===== config.mk =====
export PLATFORM = sky130hd
export DESIGN_NAME = pbw_write_fwd
export DESIGN_NICKNAME = d
export VERILOG_FILES = /design/src/rtl/pbw_write_fwd.v
export VERILOG_INCLUDE_DIRS = /design/src /design/src/rtl
export SDC_FILE = /design/constraint.sdc
export NUM_CORES = 1
export LEC_CHECK = 0
export BUFFER_PORTS_ARGS = -buffer_cell sky130_fd_sc_hd__clkbuf_2
export CAP_MARGIN = 10
export CORE_ASPECT_RATIO = 1.4
export CORE_MARGIN = 1.5
export CORE_UTILIZATION = 50
export DETAILED_ROUTE_END_ITERATION = 10
export GPL_ROUTABILITY_DRIVEN = 0
export PLACE_DENSITY = 0.74
export SYNTH_ARGS = -nofsm -noshare
export SYNTH_HDL_FRONTEND = slang
export SYNTH_SLANG_ARGS = --single-unit

===== constraint.sdc =====
create_clock -name CLOCK -period 42.6 [get_ports CLOCK]
set_clock_uncertainty 0.15 [all_clocks]
set_input_delay 2.13 -clock CLOCK [delete_from_list [all_inputs] [get_ports CLOCK]]
set_output_delay 2.13 -clock CLOCK [all_outputs]
set_load 0.01 [all_outputs]

===== src/rtl/pbw_regs.vh =====
// constants of the bridge write-forwarding block
//
// Summary of operation
// - mwi control field 00: memory write and invalidate goes out as plain memory write
// - mwi control field 11: mwi disconnects at aligned cache line boundaries, at 4KB when the cache line size is invalid
// - with a valid cache line size and field 11, mwi disconnects the initiator on a line boundary
// - i/o and type 1 config writes are forwarded as delayed transactions
// - a delayed write carries one dword; disconnect after one data transfer
// - a first-seen delayed write is claimed with devsel and ended with retry
// - latch command, address, parity in the same cycle; data, byte enables at irdy
// - queue a delayed write only if not full and no same address/command entry
// - start delivery only at queue head with posted data drained
// - on target retry keep reissuing until transferred or error
// - after the attempt limit report system error, gated by the error enable
// - matching repeat with completed head entry gets devsel and trdy
// - a multi-dword repeat also gets stop with trdy
// - compare only bytes whose byte enables are low
// - repeats before delivery get retry and make no new entry
// - discard timer starts when a completion reaches the head, loaded from 78h
// - on discard timer expiry drop the completion and flag system error
// - posted write disconnects at 4KB when control bit 1 is 0, else line
// - posted mwi: invalid line size 4KB; valid size line boundary if room short
// - accept posted data while a dword of room remains; disconnect when full
// - keep taking delayed writes while a free queue entry exists
// - accept fast back-to-back writes; retry the second when no room
// - fast back-to-back enabled by command bit upstream, bridge control downstream
`ifndef PBW_REGS_VH
`define PBW_REGS_VH

// ==========================================
// register offsets
`define PBW_OFS_CHIP_CTRL 8'h40
`define PBW_OFS_MWI_CTRL 8'h74
`define PBW_OFS_RETRY_LIM 8'h78

// ==========================================
// fields and reset values
`define PBW_CC_WDISC_BIT 1
`define PBW_MWI_LO 7
`define PBW_MWI_HI 8
`define PBW_MWI_CONVERT 2'h0
`define PBW_MWI_LINE 2'h3
`define PBW_CHIP_CTRL_RST 32'h0000_0000
`define PBW_MWI_CTRL_RST 32'h0000_0000
`define PBW_RETRY_LIM_RST 32'h0100_0000

// ==========================================
// bus commands
`define PBW_CMD_IOW 4'h3
`define PBW_CMD_MW 4'h7
`define PBW_CMD_CFGW 4'hb
`define PBW_CMD_MWI 4'hf

// ==========================================
// queue
`define PBW_DQ_DEPTH 2

`endif


===== src/rtl/pbw_write_fwd.v =====
// write-forwarding target logic of a two-port pci bridge
`timescale 1ns/1ps
`include "pbw_regs.vh"

module pbw_write_fwd #(
	parameter [31:0] RETRY_LIM_RESET = `PBW_RETRY_LIM_RST
) (
	// clock and reset
	input wire CLOCK,
	input wire RST,
	// initiator bus, asynchronous to CLOCK
	input wire PCI_CLK,
	input wire FRAME_L,
	input wire IRDY_L,
	input wire [31:0] AD,
	input wire [3:0] CBE_L,
	input wire PAR,
	// target response pins
	output reg DEVSEL_L,
	output reg TRDY_L,
	output reg STOP_L,
	output reg TGT_OE,
	// configuration access
	input wire CFG_WR,
	input wire [7:0] CFG_ADDR,
	input wire [31:0] CFG_WDATA,
	output reg [31:0] CFG_RDATA,
	// loose control bits
	input wire [7:0] CLS,
	input wire SERR_EN,
	input wire FBB_EN_CMD,
	input wire FBB_EN_BRIDGE,
	input wire UPSTREAM,
	// posted write buffer
	input wire [7:0] POST_ROOM,
	input wire POSTED_EMPTY,
	output reg POST_WR,
	output reg [31:0] POST_ADDR,
	output reg [3:0] POST_CMD,
	output reg [31:0] POST_DATA,
	output reg [3:0] POST_BE_L,
	// delayed write delivery on the target bus
	output reg DLV_REQ,
	output reg [31:0] DLV_ADDR,
	output reg [3:0] DLV_CMD,
	output reg [31:0] DLV_DATA,
	output reg [3:0] DLV_BE_L,
	input wire DLV_DONE,
	input wire DLV_RETRY,
	input wire DLV_ERR,
	// error reporting
	output reg PRIMARY_SYSTEM_ERROR_OUT_L
);

	localparam [4:0] ST_IDLE = 5'h01;
	localparam [4:0] ST_CLAIM = 5'h02;
	localparam [4:0] ST_DDATA = 5'h04;
	localparam [4:0] ST_PDATA = 5'h08;
	localparam [4:0] ST_END = 5'h10;

	// ==========================================
	// functions
	function is_delayed;
		input [3:0] cmd;
		begin
			is_delayed = (cmd == `PBW_CMD_IOW) || (cmd == `PBW_CMD_CFGW);
		end
	endfunction

	function is_posted;
		input [3:0] cmd;
		begin
			is_posted = (cmd == `PBW_CMD_MW) || (cmd == `PBW_CMD_MWI);
		end
	endfunction

	function cls_valid;
		input [7:0] c;
		begin
			cls_valid = (c == 8'h01) || (c == 8'h02) || (c == 8'h04) || (c == 8'h08) ||
				(c == 8'h10);
		end
	endfunction

	function bytes_eq;
		input [31:0] a;
		input [31:0] b;
		input [3:0] be_l;
		integer k;
		begin
			bytes_eq = 1'b1;
			for (k = 0; k < 4; k = k + 1) begin
				if (!be_l[k] && (a[8*k +: 8] != b[8*k +: 8])) begin
					bytes_eq = 1'b0;
				end
			end
		end
	endfunction

	// ==========================================
	// synchronisers
	reg [39:0] sync1_reg;
	reg [39:0] sync2_reg;
	reg pclk_prev_reg;
	wire pe;
	wire frame_s;
	wire irdy_s;
	wire [31:0] ad_s;
	wire [3:0] cbe_s;
	wire par_s;

	always @(posedge CLOCK or posedge RST) begin
		if (RST) begin
			// idle bus levels: clock low, frame, irdy and byte enables high
			sync1_reg <= 40'h60_0000_001e;
			sync2_reg <= 40'h60_0000_001e;
			pclk_prev_reg <= 1'b0;
		end else begin
			sync1_reg <= {PCI_CLK, FRAME_L, IRDY_L, AD, CBE_L, PAR};
			sync2_reg <= sync1_reg;
			pclk_prev_reg <= sync2_reg[39];
		end
	end

	assign pe = sync2_reg[39] & ~pclk_prev_reg;
	assign frame_s = ~sync2_reg[38];
	assign irdy_s = ~sync2_reg[37];
	assign ad_s = sync2_reg[36:5];
	assign cbe_s = sync2_reg[4:1];
	assign par_s = sync2_reg[0];

	// ==========================================
	// configuration registers
	reg [31:0] chip_ctrl_reg;
	reg [31:0] mwi_ctrl_reg;
	reg [31:0] retry_lim_reg;

	always @(posedge CLOCK or posedge RST) begin
		if (RST) begin
			chip_ctrl_reg <= `PBW_CHIP_CTRL_RST;
			mwi_ctrl_reg <= `PBW_MWI_CTRL_RST;
			retry_lim_reg <= `PBW_RETRY_LIM_RST;
			CFG_RDATA <= 32'h0000_0000;
		end else begin
			if (CFG_WR && CFG_ADDR == `PBW_OFS_CHIP_CTRL) begin
				chip_ctrl_reg <= CFG_WDATA;
			end
			if (CFG_WR && CFG_ADDR == `PBW_OFS_MWI_CTRL) begin
				mwi_ctrl_reg <= CFG_WDATA;
			end
			if (CFG_WR && CFG_ADDR == `PBW_OFS_RETRY_LIM) begin
				retry_lim_reg <= CFG_WDATA;
			end
			case (CFG_ADDR)
				`PBW_OFS_CHIP_CTRL: CFG_RDATA <= chip_ctrl_reg;
				`PBW_OFS_MWI_CTRL: CFG_RDATA <= mwi_ctrl_reg;
				`PBW_OFS_RETRY_LIM: CFG_RDATA <= retry_lim_reg;
				default: CFG_RDATA <= 32'h0000_0000;
			endcase
		end
	end

	wire [1:0] mwi_mode = mwi_ctrl_reg[`PBW_MWI_HI:`PBW_MWI_LO];
	wire fbb_en = UPSTREAM ? FBB_EN_CMD : FBB_EN_BRIDGE;

	// ==========================================
	// delayed queue and matching
	reg [`PBW_DQ_DEPTH-1:0] q_vld;
	reg [`PBW_DQ_DEPTH-1:0] q_done;
	reg [31:0] q_addr [0:`PBW_DQ_DEPTH-1];
	reg [3:0] q_cmd [0:`PBW_DQ_DEPTH-1];
	reg [31:0] q_data [0:`PBW_DQ_DEPTH-1];
	reg [3:0] q_be [0:`PBW_DQ_DEPTH-1];
	reg q_apar [0:`PBW_DQ_DEPTH-1];
	reg q_dpar [0:`PBW_DQ_DEPTH-1];
	reg hd_reg;
	reg tl_reg;
	reg [31:0] a_addr_reg;
	reg [3:0] a_cmd_reg;
	reg a_par_reg;
	wire [`PBW_DQ_DEPTH-1:0] hit;
	wire q_full = &q_vld;

	genvar gi;
	generate
		for (gi = 0; gi < `PBW_DQ_DEPTH; gi = gi + 1) begin : g_hit
			assign hit[gi] = q_vld[gi] && q_addr[gi] == a_addr_reg && q_cmd[gi] == a_cmd_reg;
		end
	endgenerate

	wire head_cpl = q_vld[hd_reg] && q_done[hd_reg] && hit[hd_reg] && q_be[hd_reg] == cbe_s &&
		bytes_eq(q_data[hd_reg], ad_s, q_be[hd_reg]);

	// ==========================================
	// posted disconnect boundary for the next dword
	reg [4:0] state_reg;
	wire [31:0] nxt_addr = POST_ADDR + 32'h0000_0004;
	wire [7:0] cls_m1 = CLS - 8'h01;
	// stop is driven one phase ahead, so look past the dword of the next phase
	wire [31:0] cur_addr = (state_reg == ST_CLAIM) ? a_addr_reg : nxt_addr;
	wire [31:0] bnd_addr = cur_addr + 32'h0000_0004;
	wire at_4k = (bnd_addr[11:2] == 10'h000);
	wire at_line = ((bnd_addr[9:2] & cls_m1) == 8'h00);
	reg use_line;

	always @* begin
		if (a_cmd_reg == `PBW_CMD_MWI && mwi_mode == `PBW_MWI_LINE) begin
			use_line = 1'b1;
		end else if (a_cmd_reg == `PBW_CMD_MWI && mwi_mode != `PBW_MWI_CONVERT) begin
			use_line = cls_valid(CLS) && (POST_ROOM < CLS);
		end else begin
			use_line = chip_ctrl_reg[`PBW_CC_WDISC_BIT];
		end
	end

	wire bound = (use_line && cls_valid(CLS)) ? at_line : at_4k;

	// ==========================================
	// target sequencer, queue, delivery, timers
	reg [31:0] attempts_reg;
	reg [31:0] discard_reg;
	reg disc_run_reg;
	// events of this cycle: failed delivery, discard expiry, completed repeat
	wire dlv_fail = DLV_REQ && !DLV_DONE && (DLV_ERR || (DLV_RETRY &&
		attempts_reg + 32'h0000_0001 >= retry_lim_reg));
	wire disc_exp = pe && disc_run_reg && discard_reg == 32'h0000_0000;
	wire err_ev = dlv_fail || disc_exp;
	wire cpl_ev = pe && state_reg == ST_DDATA && irdy_s && head_cpl && !err_ev;
	wire pop_ev = err_ev || cpl_ev;

	always @(posedge CLOCK or posedge RST) begin
		if (RST) begin
			state_reg <= ST_IDLE;
			DEVSEL_L <= 1'b1;
			TRDY_L <= 1'b1;
			STOP_L <= 1'b1;
			TGT_OE <= 1'b0;
			POST_WR <= 1'b0;
			POST_ADDR <= 32'h0000_0000;
			POST_CMD <= 4'h0;
			POST_DATA <= 32'h0000_0000;
			POST_BE_L <= 4'hf;
			DLV_REQ <= 1'b0;
			DLV_ADDR <= 32'h0000_0000;
			DLV_CMD <= 4'h0;
			DLV_DATA <= 32'h0000_0000;
			DLV_BE_L <= 4'hf;
			PRIMARY_SYSTEM_ERROR_OUT_L <= 1'b1;
			q_vld <= {`PBW_DQ_DEPTH{1'b0}};
			q_done <= {`PBW_DQ_DEPTH{1'b0}};
			hd_reg <= 1'b0;
			tl_reg <= 1'b0;
			a_addr_reg <= 32'h0000_0000;
			a_cmd_reg <= 4'h0;
			a_par_reg <= 1'b0;
			attempts_reg <= 32'h0000_0000;
			discard_reg <= 32'h0000_0000;
			disc_run_reg <= 1'b0;
		end else begin
			POST_WR <= 1'b0;
			// delivery of the head entry
			DLV_ADDR <= q_addr[hd_reg];
			DLV_CMD <= q_cmd[hd_reg];
			DLV_DATA <= q_data[hd_reg];
			DLV_BE_L <= q_be[hd_reg];
			if (DLV_REQ && (DLV_DONE || DLV_RETRY || DLV_ERR)) begin
				DLV_REQ <= 1'b0;
				if (DLV_DONE) begin
					q_done[hd_reg] <= 1'b1;
					attempts_reg <= 32'h0000_0000;
					discard_reg <= retry_lim_reg;
					disc_run_reg <= 1'b1;
				end else if (!dlv_fail) begin
					attempts_reg <= attempts_reg + 32'h0000_0001;
				end
			end else begin
				DLV_REQ <= q_vld[hd_reg] && !q_done[hd_reg] && POSTED_EMPTY;
			end
			// discard timer on pci clock edges
			if (pe && disc_run_reg && !disc_exp) begin
				discard_reg <= discard_reg - 32'h0000_0001;
			end
			if (pe) begin
				PRIMARY_SYSTEM_ERROR_OUT_L <= 1'b1;
				case (state_reg)
					ST_IDLE: begin
						TGT_OE <= 1'b0;
						if (frame_s) begin
							a_addr_reg <= ad_s;
							a_cmd_reg <= cbe_s;
							a_par_reg <= par_s;
							state_reg <= ST_CLAIM;
						end
					end
					ST_CLAIM: begin
						if (is_delayed(a_cmd_reg)) begin
							TGT_OE <= 1'b1;
							DEVSEL_L <= 1'b0;
							state_reg <= ST_DDATA;
						end else if (is_posted(a_cmd_reg)) begin
							TGT_OE <= 1'b1;
							DEVSEL_L <= 1'b0;
							POST_ADDR <= a_addr_reg;
							POST_CMD <= (a_cmd_reg == `PBW_CMD_MWI && mwi_mode == `PBW_MWI_CONVERT) ?
								`PBW_CMD_MW : a_cmd_reg;
							if (POST_ROOM == 8'h00) begin
								STOP_L <= 1'b0;
								state_reg <= ST_END;
							end else begin
								TRDY_L <= 1'b0;
								STOP_L <= !(POST_ROOM == 8'h01 || a_addr_reg[1:0] != 2'b00 || bound);
								state_reg <= ST_PDATA;
							end
						end else begin
							state_reg <= ST_IDLE;
						end
					end
					ST_DDATA: begin
						if (irdy_s) begin
							STOP_L <= 1'b0;
							state_reg <= ST_END;
							if (head_cpl && !err_ev) begin
								TRDY_L <= 1'b0;
								STOP_L <= !frame_s;
							end else if (!(|hit) && !q_full) begin
								q_vld[tl_reg] <= 1'b1;
								q_done[tl_reg] <= 1'b0;
								q_addr[tl_reg] <= a_addr_reg;
								q_cmd[tl_reg] <= a_cmd_reg;
								q_apar[tl_reg] <= a_par_reg;
								q_data[tl_reg] <= ad_s;
								q_be[tl_reg] <= cbe_s;
								q_dpar[tl_reg] <= par_s;
								tl_reg <= ~tl_reg;
							end
							// repeats that hit a pending entry only see retry
						end
					end
					ST_PDATA: begin
						if (irdy_s) begin
							POST_WR <= 1'b1;
							POST_DATA <= ad_s;
							POST_BE_L <= cbe_s;
							POST_ADDR <= nxt_addr;
							if (!STOP_L || !frame_s) begin
								TRDY_L <= 1'b1;
								STOP_L <= frame_s ? 1'b0 : 1'b1;
								state_reg <= ST_END;
							end else if (bound || POST_ROOM <= 8'h02) begin
								STOP_L <= 1'b0;
							end
						end
					end
					ST_END: begin
						DEVSEL_L <= 1'b1;
						TRDY_L <= 1'b1;
						STOP_L <= 1'b1;
						if (frame_s && fbb_en && DEVSEL_L == 1'b1) begin
							a_addr_reg <= ad_s;
							a_cmd_reg <= cbe_s;
							a_par_reg <= par_s;
							state_reg <= ST_CLAIM;
						end else if (!frame_s && !irdy_s) begin
							state_reg <= ST_IDLE;
						end
					end
					default: begin
						state_reg <= ST_IDLE;
					end
				endcase
				if (err_ev && SERR_EN) begin
					PRIMARY_SYSTEM_ERROR_OUT_L <= 1'b0;
				end
			end else if (err_ev && SERR_EN) begin
				PRIMARY_SYSTEM_ERROR_OUT_L <= 1'b0;
			end
			if (pop_ev) begin
				q_vld[hd_reg] <= 1'b0;
				q_done[hd_reg] <= 1'b0;
				hd_reg <= ~hd_reg;
				attempts_reg <= 32'h0000_0000;
				disc_run_reg <= 1'b0;
			end
		end
	end

endmodule // pbw_write_fwd


======== Word level (Yosys, flattened, before mapping) ========
Memories as Yosys holds them, arrays and structs flattened. A register that Yosys moved wholly into a read port is not among the register bits.
Index checks and enable logic that the tools add are counted.
Widths: inputs -> output; s select.
word-level totals
  flip-flop bits (word level) ............. 436
  RAM bits ................................ 144
  output and inout bits ................... 183
  memories ................................ 4
memory list
  memory  depth  width  rd ports  clocked after Yosys merged registers in  write ports  RTL line             source
  q_addr  2      32     3         1                                        1            pbw_write_fwd.v:170  reg [31:0] q_addr [0:`PBW_DQ_DEPTH-1];
  q_data  2      32     1         0                                        1            pbw_write_fwd.v:172  reg [31:0] q_data [0:`PBW_DQ_DEPTH-1];
  q_be    2      4      1         0                                        1            pbw_write_fwd.v:173  reg [3:0] q_be [0:`PBW_DQ_DEPTH-1];
  q_cmd   2      4      3         1                                        1            pbw_write_fwd.v:171  reg [3:0] q_cmd [0:`PBW_DQ_DEPTH-1];
operators by class
  add/subtract/negate cells ............... 5
  magnitude comparators ................... 7
  equality and inequality tests ........... 41
  multiplexer cells ....................... 102
  bitwise gates (word level) .............. 16
  reduce and logical (&&, ||, !) cells .... 102
operators by type and width
  kind                   number
  $mux 32                12
  $pmux 32 s2            2
  $pmux 32 s3            1
  $eq 32x32->1           2
  $mux 1                 52
  $mux 5                 9
  $logic_and 1x1->1      42
  $add 32x1->32 const B  1
  $add 32x3->32 const B  1
  $ge 32x32->1           1
  $logic_not 32->1       1
  $ne 8x8->1             4
  $sub 32x1->32 const B  1
  $mux 2                 14
  $pmux 5 s5             1
  $eq 8x7->1 const B     3
  $reduce_bool 2->1      11
  $eq 8x1->1 const B     2
  $logic_not 8->1        2
  $logic_or 1x1->1       15
  $ne 2x2->1 const B     7
  $logic_not 1->1        13
  $add 12x3->12 const B  1
  $eq 4x4->1             3
  45 further kinds       72

======== Depth between registers and ports, before layout ========
Gate-level depths: netlist (run 1).
  depth after elaboration ................. 16
  mapped depth ............................ 18

======== Worst setup path before layout (run 1) ========
No wires, ideal clock.
  path type ............................... input to register
  from .................................... in RST
  to ...................................... mem q_addr[0][0], enable pin
  arrival time ............................ 7064 ps
  required time ........................... 41860 ps
  path slack .............................. 34796 ps
  stages on the path ...................... 1
  cells stage by stage .................... nor3_1
on the way
  word-level cells in the longest chain between the ends .. 3
ends and longest elaborated chain
  element                    RTL line             source
  start: declaration         pbw_write_fwd.v:10   input wire RST,
  $logic_not 1->1 (no line)  -
  $logic_and 1x1->1          -
  $mux 1                     -
  end: declaration           pbw_write_fwd.v:170
Every way passes these cells.

======== Worst setup path after layout (run 1) ========
  from .................................... reg attempts_reg[2]
  to ...................................... reg q_done[1]
on the way
  word-level cells in the longest chain between the ends .. 14
  elaborated cells on any way between the ends .. 16
  those cells by class .................... add/sub: 1; order compare: 1; mux: 5; bitwise: 1; reduce/logical: 8
ends and longest elaborated chain
  element                   RTL line                                  source
  start: declaration        pbw_write_fwd.v:220                       reg [31:0] attempts_reg;
  start signal: assignment  pbw_write_fwd.v:274                       attempts_reg <= attempts_reg + 32'h0000_0001;
  $add 32x1->32 (*)         pbw_write_fwd.v:225                       attempts_reg + 32'h0000_0001 >= retry_lim_reg));
  $ge 32x32->1 (*)          pbw_write_fwd.v:225
  $logic_and 1x1->1 (*)     pbw_write_fwd.v:224                       wire dlv_fail = DLV_REQ && !DLV_DONE && (DLV_ERR || (DLV_RETRY &&
  $logic_or 1x1->1 (*)      pbw_write_fwd.v:224
  $logic_and 1x1->1 (*)     pbw_write_fwd.v:224
  $logic_or 1x1->1 (*)      pbw_write_fwd.v:227                       wire err_ev = dlv_fail || disc_exp;
  $logic_not 1->1           pbw_write_fwd.v:228, pbw_write_fwd.v:322
  $logic_and 1x1->1         pbw_write_fwd.v:322                       if (head_cpl && !err_ev) begin
  $mux 2                    pbw_write_fwd.v:322
  $mux 2                    pbw_write_fwd.v:319                       if (irdy_s) begin
  $mux 2                    pbw_write_fwd.v:285                       case (state_reg)
  $mux 2                    pbw_write_fwd.v:283                       if (pe) begin
  $and 2x2->2 (no line)     -
  $mux 2 (*)                pbw_write_fwd.v:377                       if (pop_ev) begin
  end signal: assignment    pbw_write_fwd.v:250                       q_done <= {`PBW_DQ_DEPTH{1'b0}};
  end: declaration          pbw_write_fwd.v:169                       reg [`PBW_DQ_DEPTH-1:0] q_done;
Every way passes the cells marked *; elsewhere a longest branch is shown, timed or not.
A chain may end at the register's enable or synchronous reset.

==> results.toml, run 1 <==
[synth]
synth_warnings = 0
synth.net_count = 2298
synth_cell_types = 82
syn_avg_cell_area_sq_um = 12.43
synthFlopType = "dfrtp_1"
synth_edf_count = 144
syn-cell-area_sq_um = 26640
synthArstFlopShare = 0.7655
ys_seq_area_frac = 0.6050
syn_inst = 2143
ys_seq_elements = 614

[critical_path]
required_ns = 42.96
path_buf_inv = 0
timing.rr.end = "q_done[1]"
timing.rr.start = "attempts_reg[2]"
crit_path_max_fanout = 38
slowest_stage = "a221oi_1"
crit_cells = 15
worstSetupPathType = "reg -> reg"
cp_data_arrival_time_ns = 5.76
cp_slowest_stage_delay_ns = 0.61
crit_chain = "nand2_1, or3_1, nor4_2, nand3_1, nor2_1, xor2_1, ha_1, a21oi_1, nor2_1, o2111ai_1, a31oi_1, a221oi_1, nand2_1, a31o_2, a221oi_1"
reg2regPathDepth = 15
endpoint_kind = "register"
start_kind = "register"
critical_path.top_delay_family = "simple AND/OR/NAND/NOR gates"
ff2ff_setup_slack_ns = 37.20

[hold_path]
min-delay-start = "sync1_reg[14]"
hold_path_depth = 0
worstHoldPathType = "reg -> reg"
worstHoldEndpoint = "sync2_reg[14]"

[sta]
grt_setup_unrepaired = "no"
final_hold_viol_count = 0
fin_crit_sh = 0.1268
finalWorstPathRequiredPeriod_ns = 5.400
slew_headroom = 0.2773
worstMarginPinSlew_ns = 1.074
fin_tns_setup_ns = 0
maxSlewViolCount = 0
fmax_ghz = 0.1852
setup_violations = 0

[global_route]
grt_max_degree = 146
gr-usage-all-layers = 0.2440
grt.overflow.total = 0
antenna_found_initial = 1
grt_pass1_vias = 18830
grt_pass1_wl_um = 104200

[placed_design]
dp.cells = 3071
portBuffers = 288
hpwl_um = 46210

[route]
drc_errors = 0
vias = 18260
met2WireLength_um = 34400
ant_nets = 0
dr.pass1.iters = 8
viasPerCell = 5.748
drt_iter0_drc = 870
drt-met1-wl_um = 23840
met3_wirelength_um = 3738
wl_per_cell_um = 20.74
highest_layer = "met5"
postRouteWirelength_um = 65910

[flow_run]
drv_cap = 0

[clocking]
cts-root-buf = "clkbuf_16"
clock-sinks = 614
cts-resized-gates = 0
clk_pin_slew_worst_paths_ns = 0.07
cts_inserted_buffers = 56
insertion_delay_ns = 0.62
holdBufCountCts = 0
clockBufferDepth = 3
postCtsSetupRepairBufs = 0
htree_levels = 2
cts_tree = "done"

[floorplan]
pin_count = 290
die_y_um = 276.1
initial_core_util = 0.5084
die_area_sq_um = 54700
die_width_um = 198.1
core_area_sq_um = 52400
rows = 99

[pwr]
total_power_mw = 1.419
p_per_area_nw_per_um2 = 46.08
leakage_nw = 13.55
irDropWorstVdd_uv = 40.35

[finish]
nets = 2578
antennaDiodeCount = 0
final_cells = 3177
top_regs = "q_addr: 64 flops, q_data: 64 flops"
area_growth_pct = 15.58
post-route-util = 0.5877
fill_cells = 4223
drive_gt1_frac = 0.2899

[outcome]
run_status = "completed"
cells in the mapped netlist (13+ instances only):
| master | number | area share |
|---|---|---|
| nor4_1 | 25 | 0.0059 |
| xor2_1 | 56 | 0.018 |
| dfrtp_1 | 444 | 0.42 |
| inv_1 | 61 | 0.0086 |
| a21oi_1 | 101 | 0.019 |
| ha_1 | 48 | 0.023 |
| and3_1 | 24 | 0.0056 |
| clkbuf_1 | 59 | 0.0083 |
| edfxtp_1 | 144 | 0.16 |
| a22oi_1 | 57 | 0.016 |
| o21ai_0 | 81 | 0.015 |
| nor3_1 | 43 | 0.0081 |
| nand3_1 | 48 | 0.0090 |
| xnor2_1 | 99 | 0.033 |
| mux2_2 | 246 | 0.10 |
| buf_1 | 13 | 0.0018 |
| dfstp_2 | 26 | 0.026 |
| o22ai_1 | 16 | 0.0038 |
| nand4_1 | 39 | 0.0092 |
| nand2_1 | 172 | 0.024 |
| nor2_1 | 127 | 0.018 |
metal layers:
layer  GRT usage  vias to the layer above
met4      0.1353                        2
met3     0.04513                      179
met1      0.2720                     9146
met2      0.4351                      630
met5           0                        -
li1            -                     8304
kinds of logic (layout without fill, tap and decap cells):
logic type	count (synthesis)	count (layout)	share of synthesized area
adder cells (fa/ha/maj)	48	48	0.02254
AO/OA/AOI/OAI	368	368	0.08877
AND/OR/NAND/NOR	554	554	0.1024
buffers and inverters	150	477	0.02334
XOR/XNOR	155	155	0.05096
multiplexers	254	254	0.1070
flip-flops	614	614	0.6050
layout by cell type, fill, tap and decap left out, types with 16 or more instances in the layout:
cell and n:
xor2_1 56, inv_1 60, nor2_1 125, nor3_1 41, edfxtp_1 144, o22ai_1 16
o21ai_0 81, a21oi_1 101, clkbuf_2 288, nand2_1 170, clkbuf_16 58, nand4_1 39
a22oi_1 57, xnor2_1 99, and3_1 24, nand3_1 48, dfrtp_1 443, buf_4 22
ha_1 48, nor4_1 25, mux2_2 246, dfstp_2 26
through the flow:
| stage | hold slack (ns) | cell area [sq um] | setup slack (ns) |
|---|---|---|---|
| after floorplan | 0.1812 | 26640 | 27.25 |
| after global placement | 0.1813 | 28770 | 37.25 |
| after detailed placement | 0.1847 | 28770 | 37.15 |
| after CTS | 0.1993 | 30760 | 37.07 |
| after global routing | 0.2036 | 30790 | 36.65 |
| final | 0.1958 | 30790 | 37.20 |
layout make-up:
| class | count | area [sq um] | area share |
|---|---|---|---|
| well taps | 707 | 884.6 | 0.02873 |
| clock inverters | 34 | 440.4 | 0.01430 |
| multi-input cells | 1379 | 9923 | 0.3223 |
| flip-flops and latches | 614 | 16120 | 0.5236 |
| inverters | 61 | 236.5 | 0.007680 |
| clock buffers | 71 | 1550 | 0.05035 |
| repair buffers | 311 | 1634 | 0.05307 |
power by group:
group / internal (mW) / switching (mW) / leakage (nW)
clock: 0.309 / 0.228 / 0.968
combinational: 0.0778 / 0.0786 / 5.30
sequential: 0.650 / 0.0751 / 7.28
total: 1.04 / 0.382 / 13.5
worst max path at each step:
stage | slack (ns) | start | endpoint
2_1_floorplan | 27.25 | RST | CFG_RDATA[0]
3_3_place_gp | 37.25 | attempts_reg[2] | q_done[1]
3_5_place_dp | 37.15 | attempts_reg[2] | q_done[1]
4_1_cts | 37.07 | attempts_reg[2] | q_done[1]
5_1_grt | 36.65 | attempts_reg[2] | q_done[1]
6_report | 37.20 | attempts_reg[2] | q_done[1]
No activity file was read; power rests on OpenSTA's default activity.
==> inputs of run 2 (changes only) <==
==> constraint.sdc (replaced) <==
create_clock -name CLOCK -period 5.5 [get_ports CLOCK]
set_clock_uncertainty 0.15 [all_clocks]
set_input_delay 0.275 -clock CLOCK [delete_from_list [all_inputs] [get_ports CLOCK]]
set_output_delay 0.275 -clock CLOCK [all_outputs]
set_load 0.01 [all_outputs]
==> run 2 against run 1 <==
Effect of this change: clock-buffer cell count grew 6; cell area up 2.5%; combinational power rose to 7.9 times the previous value; die area is the same; sequential power grew to 7.8 times the previous value; register-to-register slack lost 36 ns; non-clock buffer count rose by 77; cell count is 2.4% higher.
==> results.toml, run 2 (same netlist as run 1, synthesis figures left out) <==
[outcome]
run_status = "completed"

[floorplan]
initial_core_util = 0.5084
core_area_sq_um = 52400
pin_count = 290
die_width_um = 198.1
die_area_sq_um = 54700
rows = 99
die_y_um = 276.1

[global_route]
grt_pass1_vias = 18820
grt_max_degree = 194
gr-usage-all-layers = 0.2450
grt.overflow.total = 0
antenna_found_initial = 1
grt_pass1_wl_um = 104600

[finish]
drive_gt1_frac = 0.2820
final_common_cell = "dfrtp_1"
area_growth_pct = 18.45
fill_cells = 4092
final_area_sq_um = 31560
top_regs = "q_addr: 64 flops, q_data: 64 flops"
nets = 2655
mostFrequentLayoutCells = "dfrtp_1, clkbuf_2, mux2_2"

[critical_path]
worstSetupPathType = "reg -> reg"
critical_path.top_delay_family = "compound AO/OA/AOI/OAI gates"
crit_path_max_fanout = 25
start_kind = "register"
ff2ff_setup_slack_ns = 0.91
required_ns = 5.89
timing.rr.end = "attempts_reg[18]"
reg2regPathDepth = 18
cp_data_arrival_time_ns = 4.98
crit_chain = "ha_1, nand4_1, nor4_1, buf_4, and4_1, nand2_1, xnor2_1, ha_1, a21oi_1, nand2_1, o2111ai_1, a31oi_1, a221oi_1, buf_4, nand2_1, a31o_2, buf_4, a21oi_1"
cp_slowest_stage_delay_ns = 0.43
endpoint_kind = "register"
slowest_stage = "dfrtp_1"
path_buf_inv = 3
timing.rr.start = "attempts_reg[0]"

[hold_path]
worstHoldEndpoint = "state_reg[3]"
hold_path_depth = 4
worstHoldPathType = "in -> reg"
min-delay-start = "POST_ROOM[1]"

[pwr]
clockPowerShare = 0.374
combPwrFrac = 0.113
irDropWorstVdd_uv = 295.8
leakage_nw = 13.88
intPower_mw = 8.045
swShare = 0.2664
p_per_area_nw_per_um2 = 347.5
total_power_mw = 10.97
p_seq_frac = 0.513
p_sw_mw = 2.922

[clocking]
cts_tree = "done"
cts-resized-gates = 0
htree_levels = 2
insertion_delay_ns = 0.63
cts_inserted_buffers = 56
clockBufferDepth = 3
clk_pin_slew_worst_paths_ns = 0.06
cts-root-buf = "clkbuf_16"
clock-sinks = 614

[sta]
finalWorstPathRequiredPeriod_ns = 4.592
fin_crit_sh = 0.8349
grt_setup_unrepaired = "no"
fin_tns_setup_ns = 0
whs_ns = 0.03231
final_hold_viol_count = 0
setup_violations = 0
fmax_ghz = 0.2178
worstMarginPinSlew_ns = 1.224
slew_headroom = 0.1766
maxSlewViolCount = 0

[placed_design]
portBuffers = 288
placed_area_sq_um = 28820
hpwl_um = 45990

[route]
drc_errors = 0
wl_per_cell_um = 20.36
drt_iter0_drc = 1001
ant_nets = 0
viasPerCell = 5.663
dr.pass1.iters = 5
vias = 18430
postRouteWirelength_um = 66240

[flow_run]
drv_cap = 0
run 2: what timing repair did:
| action | in CTS | in global routing |
|---|---|---|
| hold buffers | 75 | 0 |
| setup buffers | 0 | 0 |
| endpoints found under the hold margin | 172 | 0 |
run 2: final cells by class:
cell class	instances	area (sq um)	area share
Timing Repair Buffer	388	2405	0.07621
Inverter	61	232.7	0.007375
Clock buffer	77	1632	0.05170
Tap cell	707	884.6	0.02803
Multi-Input combinational cell	1379	9927	0.3146
Sequential cell	614	16120	0.5109
Clock inverter	27	350.3	0.01110
Antenna cell	1	2.502	0.00007930
run 2: metrics by stage:
step | utilization | std cells | setup WS (ns)
floorplan | - | 2143 | -1.569
global placement | 0.5500 | 3074 | 1.032
detailed placement | 0.5500 | 3074 | 0.9772
CTS | 0.6022 | 3253 | 0.9431
global route | 0.6022 | 3254 | 0.6590
finish | 0.6022 | 3254 | 0.9079
run 2: power groups by stage:
| stage | Combinational [mW] | Clock [mW] | Sequential (mW) |
|---|---|---|---|
| 2_1_floorplan | 0.841 | 0 | 5.45 |
| 3_3_place_gp | 1.17 | 0 | 5.69 |
| 3_5_place_dp | 1.20 | 0 | 5.71 |
| 4_1_cts | 1.25 | 4.20 | 5.63 |
| 5_1_grt | 1.37 | 4.38 | 5.66 |
| 6_report | 1.24 | 4.11 | 5.62 |
run 2: tightest hold or removal path, delay by kind of cell:
family,cells,cell delay (ns)
buf+inv,1,0.13
simple gates,2,0.27
compound gates,1,0.07
run 2: metal layers:
| layer | GRT usage | vias to the layer above | routed length, um |
|---|---|---|---|
| li1 | - | 8454 | - |
| met1 | 0.2747 | 9154 | 24500 |
| met2 | 0.4347 | 646 | 34000 |
| met3 | 0.04647 | 175 | 3742 |
| met4 | 0.1347 | 0 | 4001 |
| met5 | 0 | - | 0 |
run 2: worst max path at each step:
stage / slack [ns] / end / startpoint / cells after the start
6_report: 0.91 / attempts_reg[18] / attempts_reg[0] / 18
3_5_place_dp: 0.98 / q_done[1] / attempts_reg[0] / 17
5_1_grt: 0.66 / attempts_reg[18] / attempts_reg[2] / 18
3_3_place_gp: 1.03 / attempts_reg[18] / attempts_reg[0] / 18
4_1_cts: 0.94 / attempts_reg[28] / attempts_reg[0] / 18
2_1_floorplan: -1.57 / q_addr[0][0] / state_reg[4] / 6
